## config.mk

```make
export PLATFORM = sky130hd
export DESIGN_NAME = qdrmc_ctrl
export DESIGN_NICKNAME = d
export VERILOG_FILES = /design/src/qdrmc_pkg.sv /design/src/qdrmc_ctrl.sv
export SDC_FILE = /design/constraint.sdc
export NUM_CORES = 2
export LEC_CHECK = 0
export BUFFER_PORTS_ARGS = -buffer_cell sky130_fd_sc_hd__buf_2
export CORE_ASPECT_RATIO = 1.4
export CORE_MARGIN = 2
export CORE_UTILIZATION = 45
export DETAILED_ROUTE_END_ITERATION = 12
export GPL_TIMING_DRIVEN = 1
export PLACE_DENSITY_LB_ADDON = 0.1
export SKIP_CTS_REPAIR_TIMING = 1
export SLEW_MARGIN = 40
export SYNTH_ARGS = -nofsm -noshare
export SYNTH_HDL_FRONTEND = slang
export SYNTH_MEMORY_MAX_BITS = 65536
export SYNTH_SLANG_ARGS = --single-unit
```

## constraint.sdc

```tcl
create_clock -name clock_i -period 5.9 [get_ports clock_i]
set_clock_uncertainty 0.1 [all_clocks]
set_input_delay 1.18 -clock clock_i [delete_from_list [all_inputs] [get_ports clock_i]]
set_output_delay 1.18 -clock clock_i [all_outputs]
set_load 0.05 [all_outputs]
```

## src/qdrmc_pkg.sv

```systemverilog
package qdrmc_pkg;
  localparam int WDQ_DEPTH       = 64;
  localparam int WDQ_WIDTH       = 74;
  localparam int WIQ_DEPTH       = 4;
  localparam int INSTR_WIDTH     = 32;
  localparam int LINE_WIDTH      = 72;
  localparam int SRAM_WORD       = 36;
  localparam int ADDR_WIDTH      = 18;
  localparam int ID_WIDTH        = 2;
  localparam int LEN_WIDTH       = 6;
  localparam int THR_WIDTH       = 4;
  // Instruction field positions
  localparam int INS_ADDR_LSB    = 0;
  localparam int INS_LEN_LSB     = 18;
  localparam int INS_ID_LSB      = 24;
  // Data word ID position
  localparam int WD_ID_LSB       = 72;
  // APB register map
  localparam logic [7:0] CFG_OFFSET    = 8'h00;
  localparam logic [7:0] STATUS_OFFSET = 8'h04;
  localparam int CFG_BURST_BIT   = 0;
  localparam int CFG_THR_LSB     = 4;
  localparam int ST_COH_BIT      = 0;
  localparam int ST_WDQ_LVL_LSB  = 8;
  localparam logic [31:0] CFG_RESET = 32'h0000_00f0;

  typedef struct packed {
    logic [ID_WIDTH-1:0]   id;
    logic [LEN_WIDTH-1:0]  len;
    logic [ADDR_WIDTH-1:0] addr;
  } qdrmc_instr_t;

  typedef struct packed {
    logic [ADDR_WIDTH-1:0] addr;
    logic                  wr_n;
    logic                  rd_n;
    logic [SRAM_WORD-1:0]  d;
  } qdrmc_sram_t;

  typedef enum logic [1:0] {BURST2, BURST4} qdrmc_burst_t;
endpackage : qdrmc_pkg

```

## src/qdrmc_ctrl.sv

```systemverilog
// Notes on behaviour
// - Write data queue holds 64 entries of 74 bits with pointers and fill level.
// - Write queues cross from fabric write clock into the controller clock.
// - All 72 data bits pass to the SRAM unchanged, no parity work.
// - Write instruction queue holds 4 entries of 32 bits: ID, length, address.
// - Instruction full flag rises when one more instruction fits.
// - Sequencer waits for an instruction, then fetches its lines, then advances.
// - Each data ID is compared to the instruction ID; mismatch flags an error.
// - Data queue full flag follows a 4-bit programmable threshold.
// - One SRAM address bus shared; reads and writes never collide.
// - Configuration bit 0 selects two-word or four-word bursts.
// - Four-word mode drives the upper write word on the same edge as the address.
// - Read data is expected on the second rising edge after the read address.
// - Two-word mode: write data first, address with second word on the next rising edge.
// - Sequencers run on the double-rate clock to place address and data.
// - The write address counter loads from instruction addresses; the read address counter is never loaded.
// - 72-bit words split into 36-bit halves for writes, joined back for reads.
// - Read data is sampled on synchronised echo-clock edges and driven straight to rd_data_o.
// - An asynchronous soft reset from the fabric resets the controller.
module qdrmc_ctrl
  import qdrmc_pkg::*;
#(
  parameter int DEPTH = qdrmc_pkg::WDQ_DEPTH
) (
  input  wire logic                                  clock_i,
  input  wire logic                                  sys_rst_i,
  input  wire logic                                  controller_soft_reset_i,
  input  wire logic                                  fabric_write_clock_i,
  input  wire logic [qdrmc_pkg::WDQ_WIDTH-1:0]       wr_data_i,
  input  wire logic                                  wr_data_we_i,
  input  wire logic [qdrmc_pkg::INSTR_WIDTH-1:0]     wr_instr_i,
  input  wire logic                                  wr_instr_we_i,
  output logic                                       write_data_queue_full_o,
  output logic                                       write_instruction_queue_full_o,
  output logic                                       coherency_error_out_o,
  output qdrmc_pkg::qdrmc_sram_t                     sram_o,
  input  wire logic [qdrmc_pkg::SRAM_WORD-1:0]       sram_q_i,
  input  wire logic                                  echo_clock_i,
  output logic [qdrmc_pkg::LINE_WIDTH-1:0]           rd_data_o,
  output logic                                       rd_data_valid_o,
  input  wire logic                                  psel_i,
  input  wire logic                                  penable_i,
  input  wire logic                                  pwrite_i,
  input  wire logic [7:0]                            paddr_i,
  input  wire logic [31:0]                           pwdata_i,
  output logic [31:0]                                prdata_o,
  output logic                                       pready_o,
  output logic                                       pslverr_o
);
  import qdrmc_pkg::*;

  localparam int AW = $clog2(DEPTH);

  initial begin
    if (DEPTH < 4 || (1 << AW) != DEPTH) $error("DEPTH must be a power of two >= 4");
  end

  ////////////////////////////////////////////////////////////////////////////
  // Input synchronisers and reset
  logic [2:0] wclk_s_r;
  logic [2:0] ecq_s_r;
  logic [1:0] srst_s_r;
  logic [1:0] wde_s_r;
  logic [1:0] wie_s_r;
  logic [WDQ_WIDTH-1:0]   wd_s1_r, wd_s2_r;
  logic [INSTR_WIDTH-1:0] wi_s1_r, wi_s2_r;
  logic [SRAM_WORD-1:0]   q_s1_r, q_s2_r;
  logic rst;

  always_ff @(posedge clock_i) begin
    wclk_s_r <= {wclk_s_r[1:0], fabric_write_clock_i};
    ecq_s_r  <= {ecq_s_r[1:0], echo_clock_i};
    srst_s_r <= {srst_s_r[0], controller_soft_reset_i};
    wde_s_r  <= {wde_s_r[0], wr_data_we_i};
    wie_s_r  <= {wie_s_r[0], wr_instr_we_i};
    wd_s1_r  <= wr_data_i;
    wd_s2_r  <= wd_s1_r;
    wi_s1_r  <= wr_instr_i;
    wi_s2_r  <= wi_s1_r;
    q_s1_r   <= sram_q_i;
    q_s2_r   <= q_s1_r;
  end

  assign rst = sys_rst_i | srst_s_r[1];

  wire wclk_rise = wclk_s_r[1] & ~wclk_s_r[2];
  wire ecq_rise  = ecq_s_r[1] & ~ecq_s_r[2];
  wire ecq_fall  = ~ecq_s_r[1] & ecq_s_r[2];

  ////////////////////////////////////////////////////////////////////////////
  // APB registers
  logic [31:0] cfg_r;
  logic        coh_err_r;
  logic [31:0] prdata_nxt;
  logic        hit_cfg, hit_st, apb_acc;
  logic [AW:0] wdq_cnt;

  assign apb_acc = psel_i & penable_i;
  assign hit_cfg = paddr_i == CFG_OFFSET;
  assign hit_st  = paddr_i == STATUS_OFFSET;
  assign prdata_nxt = hit_cfg ? cfg_r :
                      hit_st  ? (32'(wdq_cnt) << ST_WDQ_LVL_LSB) | 32'(coh_err_r) : 32'h0;

  wire burst4 = cfg_r[CFG_BURST_BIT];
  wire [THR_WIDTH-1:0] thr = cfg_r[CFG_THR_LSB +: THR_WIDTH];

  always_ff @(posedge clock_i) begin
    if (rst) begin
      cfg_r     <= CFG_RESET;
      prdata_o  <= 32'h0;
      pready_o  <= 1'b0;
      pslverr_o <= 1'b0;
    end else begin
      pready_o  <= psel_i & ~pready_o & ~penable_i ? 1'b1 : 1'b0;
      pslverr_o <= psel_i & ~penable_i & ~(hit_cfg | hit_st);
      prdata_o  <= prdata_nxt;
      if (apb_acc && pready_o && pwrite_i && hit_cfg) cfg_r <= pwdata_i & 32'h0000_00f1;
    end
  end

  ////////////////////////////////////////////////////////////////////////////
  // Write data queue and instruction queue
  logic [WDQ_WIDTH-1:0]   wdq_mem [DEPTH];
  logic [INSTR_WIDTH-1:0] wiq_mem [WIQ_DEPTH];
  logic [AW:0] wdq_wp_r, wdq_rp_r;
  logic [2:0]  wiq_wp_r, wiq_rp_r;
  logic [2:0]  wiq_cnt;
  logic        wdq_push, wiq_push, wdq_pop, wiq_pop;
  logic [AW:0] full_lvl;

  assign wdq_push = wclk_rise & wde_s_r[1];
  assign wiq_push = wclk_rise & wie_s_r[1];
  assign wdq_cnt  = wdq_wp_r - wdq_rp_r;
  assign wiq_cnt  = wiq_wp_r - wiq_rp_r;
  // Threshold 15 means truly full, lower values scale the level in sixteenths
  assign full_lvl = (thr == 4'hf) ? (AW+1)'(DEPTH) : (AW+1)'((DEPTH * (32'(thr) + 1)) / 16);

  always_ff @(posedge clock_i) begin
    if (wdq_push) wdq_mem[wdq_wp_r[AW-1:0]] <= wd_s2_r;
    if (wiq_push) wiq_mem[wiq_wp_r[1:0]]    <= wi_s2_r;
  end

  always_ff @(posedge clock_i) begin
    if (rst) begin
      wdq_wp_r <= '0;
      wdq_rp_r <= '0;
      wiq_wp_r <= '0;
      wiq_rp_r <= '0;
      write_data_queue_full_o        <= 1'b0;
      write_instruction_queue_full_o <= 1'b0;
    end else begin
      if (wdq_push && wdq_cnt != (AW+1)'(DEPTH)) wdq_wp_r <= wdq_wp_r + 1'b1;
      if (wdq_pop)  wdq_rp_r <= wdq_rp_r + 1'b1;
      if (wiq_push && wiq_cnt != 3'(WIQ_DEPTH)) wiq_wp_r <= wiq_wp_r + 1'b1;
      if (wiq_pop)  wiq_rp_r <= wiq_rp_r + 1'b1;
      write_data_queue_full_o        <= wdq_cnt >= full_lvl;
      write_instruction_queue_full_o <= wiq_cnt >= 3'(WIQ_DEPTH - 1);
    end
  end

  ////////////////////////////////////////////////////////////////////////////
  // Write sequencer
  typedef enum logic [1:0] {W_IDLE, W_FETCH, W_HI, W_LO} qdrmc_wst_t;
  qdrmc_wst_t   wst_r;
  qdrmc_instr_t ins_r;
  logic [LEN_WIDTH-1:0]  wlen_r;
  logic [ADDR_WIDTH-1:0] waddr_r;
  logic [WDQ_WIDTH-1:0]  wline_r;
  logic [1:0]            wdbeat_r;
  qdrmc_instr_t          ins_head;
  logic                  rd_busy;

  assign ins_head = qdrmc_instr_t'(wiq_mem[wiq_rp_r[1:0]][INS_ID_LSB+ID_WIDTH-1:0]);
  assign wiq_pop  = (wst_r == W_IDLE) && wiq_cnt != 3'd0 && !rd_busy;
  assign wdq_pop  = (wst_r == W_FETCH) && wlen_r != '0 && wdq_cnt != '0;

  always_ff @(posedge clock_i) begin
    if (rst) begin
      wst_r     <= W_IDLE;
      ins_r     <= '0;
      wlen_r    <= '0;
      waddr_r   <= '0;
      wline_r   <= '0;
      wdbeat_r  <= '0;
      coh_err_r <= 1'b0;
      coherency_error_out_o <= 1'b0;
    end else begin
      coherency_error_out_o <= coh_err_r;
      if (apb_acc && pready_o && pwrite_i && hit_st && pwdata_i[ST_COH_BIT]) coh_err_r <= 1'b0;
      case (wst_r)
        W_IDLE: begin
          if (wiq_pop) begin
            ins_r   <= ins_head;
            wlen_r  <= ins_head.len;
            waddr_r <= ins_head.addr;
            wst_r   <= W_FETCH;
          end
        end
        W_FETCH: begin
          if (wlen_r == '0) begin
            wst_r <= W_IDLE;
          end else if (wdq_pop) begin
            wline_r <= wdq_mem[wdq_rp_r[AW-1:0]];
            if (wdq_mem[wdq_rp_r[AW-1:0]][WD_ID_LSB +: ID_WIDTH] != ins_r.id) coh_err_r <= 1'b1;
            wst_r <= W_HI;
          end
        end
        W_HI: wst_r <= W_LO;
        W_LO: begin
          wlen_r   <= wlen_r - 1'b1;
          waddr_r  <= waddr_r + (burst4 ? 18'h2 : 18'h1);
          wdbeat_r <= wdbeat_r + 1'b1;
          wst_r    <= W_FETCH;
        end
        default: wst_r <= W_IDLE;
      endcase
    end
  end

  ////////////////////////////////////////////////////////////////////////////
  // SRAM port, address mux and read capture
  logic [LEN_WIDTH-1:0]  rlen_r;
  logic [ADDR_WIDTH-1:0] raddr_r;
  logic [SRAM_WORD-1:0]  rhi_r;
  logic [1:0]            rwait_r;
  wire w_addr_slot = (wst_r == W_HI) & (burst4 ? ~wdbeat_r[0] : 1'b1);

  assign rd_busy = rwait_r != 2'd0;

  always_ff @(posedge clock_i) begin
    if (rst) begin
      sram_o          <= '{addr: '0, wr_n: 1'b1, rd_n: 1'b1, d: '0};
      rlen_r          <= '0;
      raddr_r         <= '0;
      rhi_r           <= '0;
      rwait_r         <= '0;
      rd_data_o       <= '0;
      rd_data_valid_o <= 1'b0;
    end else begin
      rd_data_valid_o <= 1'b0;
      sram_o.rd_n     <= 1'b1;
      sram_o.wr_n     <= 1'b1;
      // Upper half first, then lower half at double rate
      if (wst_r == W_HI) sram_o.d <= wline_r[LINE_WIDTH-1 -: SRAM_WORD];
      if (wst_r == W_LO) sram_o.d <= wline_r[SRAM_WORD-1:0];
      if (w_addr_slot && burst4) begin
        sram_o.addr <= waddr_r;
        sram_o.wr_n <= 1'b0;
      end else if (wst_r == W_LO && !burst4) begin
        sram_o.addr <= waddr_r;
        sram_o.wr_n <= 1'b0;
      end else if (rlen_r != '0 && wst_r == W_IDLE && !rd_busy) begin
        sram_o.addr <= raddr_r;
        sram_o.rd_n <= 1'b0;
        rlen_r      <= rlen_r - 1'b1;
        raddr_r     <= raddr_r + (burst4 ? 18'h2 : 18'h1);
        rwait_r     <= 2'd2;
      end
      if (rd_busy && ecq_rise) rhi_r <= q_s2_r;
      if (rd_busy && ecq_fall) begin
        rd_data_o       <= {rhi_r, q_s2_r};
        rd_data_valid_o <= 1'b1;
        rwait_r         <= rwait_r - 1'b1;
      end
    end
  end
endmodule : qdrmc_ctrl

```

==> impl_metrics.py <==
metrics = {
    "yosys": {
        "synth_warnings": 0,
        "synth_area_leaders": "edfxtp_1, mux4_2, dfxtp_1",
        "synth_top_area_share": 0.7172,
        "synth_flop_cell": "edfxtp_1",
        "yosysTopAreaCell": "edfxtp_1",
        "ys_top_cells_by_count": "edfxtp_1, mux4_2, dfxtp_1",
        "netlist_area_sq_um": 202700,
        "yosysSeqAreaShare": 0.7791,
        "yosysUniqueCellTypes": 65,
        "synth-seq-cells": 5467,
        "async_flop_share": 0,
        "synth_edf_count": 4840,
        "syn_inst": 8901,
        "synth.most_common_cell": "edfxtp_1",
        "syn_area_per_cell_sq_um": 22.77,
    },
    "setup_path": {
        "path_max_fanout": 50,
        "startpoint_type": "register",
        "end_kind": "register",
        "rr_worst_depth": 12,
        "crit_type": "register to register",
        "required_ns": 6.78,
        "worst_ep_arrival_time_ns": 5.08,
    },
    "power_and_ir_drop": {
        "combPwrFrac": 0.019,
        "power.internal_mw": 62.26,
        "irDropWorstVdd_mv": 0.2920,
        "p_sw_mw": 15.98,
        "switching_share": 0.2043,
        "power.share.sequential": 0.546,
        "p_clk_frac": 0.435,
        "pwr_density_cell_nw_per_um2": 336.1,
        "p_leak_nw": 70.84,
    },
    "detailed_routing": {
        "drc": 0,
        "routedWlPerCell_microns": 36.85,
        "detail-route-antenna-nets": 0,
        "routed_wl_mm": 593.1,
        "vias": 97124,
        "drt_iter0_drc": 11890,
        "dr.pass1.iters": 5,
        "vias_per_cell": 6.036,
    },
    "timing": {
        "min_period_ns": 4.199,
        "slew_violations": 0,
        "slew-limit-headroom": 0.3879,
        "rsz0062_at_grt": "no",
        "tightest_slew_ns": 0.9182,
        "finalHoldViolCount": 0,
        "fin_crit_sh": 0.7117,
        "fin_tns_setup_ns": 0,
        "max_freq_mhz": 238.1,
        "setup_viol": 0,
    },
    "grt": {
        "grt_pass1_wl_mm": 810.6,
        "antenna_found_initial": 23,
        "grt_max_degree": 147,
        "grt_pass1_vias": 99013,
        "grt_util_all_layers": 0.2584,
        "grt-ovfl-total": 0,
    },
    "cells_and_area": {
        "final_area_sq_um": 232800,
        "layout-drive-gt1-share": 0.3130,
        "final_core_util": 0.5190,
        "fin_nets": 9879,
        "n_fill_cell": 35017,
        "area_growth_pct": 14.88,
    },
    "floorplan": {
        "start_util": 0.4518,
        "ios": 358,
        "dieArea_sq_um": 455800,
        "die_w_microns": 571.2,
        "die_height_microns": 798.0,
        "core_area_sq_um": 448600,
        "rows": 291,
    },
    "place": {
        "place_area_sq_um": 215500,
        "gp_congestion": 0.7904,
        "io_buffer_count": 304,
        "dpl.hpwl_mm": 319.8,
    },
    "outcome": {
        "status": "finished clean",
    },
    "clocking": {
        "numCtsBuffers": 534,
        "cts-htree-levels": 6,
        "cts_tree": "built",
        "cts.path.max_buffers": 4,
        "cts_sinks": 5467,
        "cts.reportedPaths.clkPinSlew_ns": 0.06,
        "clock_latency_ns": 1.07,
        "root_buffer": "clkbuf_16",
    },
    "worst_hold_path": {
        "hold_path_class": "input pin to register",
        "whs_path_depth": 1,
    },
    "flow_run": {
        "maxCapViolCount": 0,
    },
}
==> stage by stage <==
step / total power [mW] / cells / setup slack (ns) / hold WS [ns]
6_report: 78.24 / 16092 / 1.701 / 0.1102
3_5_place_dp: 45.06 / 15120 / 1.772 / 0.2118
2_1_floorplan: 44.38 / 8920 / 1.011 / 0.2096
3_3_place_gp: 44.98 / 15080 / 1.738 / 0.2097
5_1_grt: 80.42 / 16088 / 1.584 / 0.05628
4_1_cts: 78.87 / 16086 / 1.771 / 0.01734
==> power by group through the flow <==
stage / clock network (mW) / registers [mW] / logic, mW
final: 34.0 / 42.7 / 1.52
after global routing: 36.0 / 42.7 / 1.65
after floorplan: 0 / 43.4 / 0.937
after global placement: 0 / 43.5 / 1.47
after detailed placement: 0 / 43.5 / 1.53
after CTS: 34.6 / 42.7 / 1.53
==> sequential cells by signal, indices dropped and copies added, names as in the netlist, 26 cells and up, named ones only <==
name	count
sram_o	56
q_s2_r	36
wiq_mem	104
wd_s2_r	74
wline_r	72
wdq_mem	4736
rd_data_o	72
wi_s2_r	26
wi_s1_r	26
wd_s1_r	74
q_s1_r	36
rhi_r	36
==> cells by family after synthesis <==
group                    Yosys count  share of synthesized area
buffers and inverters            530                    0.01117
AND/OR/NAND/NOR                  799                    0.01640
XOR/XNOR                          36                   0.001630
AO/OA/AOI/OAI                    376                    0.01048
flip-flops                      5467                     0.7791
adder cells (fa/ha/maj)           37                   0.002420
multiplexers                    1655                     0.1788
other                              1                 0.00001850
==> worst max-delay path, stage by stage, from the launching register on <==
cell and delay, ns:
dfxtp_1 0.61, inv_1 0.18, ha_1 0.26, fa_1 0.41
nand2b_1 0.18, a211oi_1 0.36, nor4_1 0.11, a311oi_2 0.40
buf_4 0.29, a21o_4 0.56, buf_4 0.35, nand2_1 0.08
a21oi_1 0.16
==> path summary, 6_finish.rpt <==
| path | start | end | slack (ns) |
|---|---|---|---|
| worst max-delay path | wdq_wp_r[0]$_SDFFE_PP0P_ | wline_r[36]$_SDFFE_PP0P_ | 1.70 |
| worst min-delay path | sram_q_i[10] | q_s1_r[10]$_DFF_P_ | 0.11 |
| worst max register to register | wdq_wp_r[0]$_SDFFE_PP0P_ | wline_r[36]$_SDFFE_PP0P_ | 1.70 |
| worst min register to register | wd_s1_r[55]$_DFF_P_ | wd_s2_r[55]$_DFF_P_ | 0.22 |
==> placed cells by master (no fill, tap or decap), drive strengths merged, types with 32 or more instances in the layout <==
master,instances
edfxtp,4840
mux4,1571
clkbuf,734
buf,683
dfxtp,627
nand2,417
a21oi,267
nor2,250
clkinv,168
mux2i,74
inv,63
bufinv,36
ha,32
==> routing by layer <==
metal / GRT usage / wire length [microns] / vias up
met2: 0.4393 / 300500 / 3789
met1: 0.3430 / 232000 / 53720
li1: - / - / 38731
met4: 0.08366 / 21040 / 10
met3: 0.03842 / 39460 / 874
met5: 0 / 72 / -
==> final cells by class <==
type / count / area (sq um) / share of cell area
diodes: 5 / 12.51 / 0.00005374
clock buffers: 734 / 15100 / 0.06484
clock inverters: 232 / 2125 / 0.009125
inverters: 42 / 157.7 / 0.0006771
multi-input cells: 2923 / 43170 / 0.1854
flip-flops and latches: 5467 / 158100 / 0.6792
well taps: 6006 / 7515 / 0.03228
repair buffers: 683 / 6619 / 0.02843
Power figures use the tool's default switching activity.
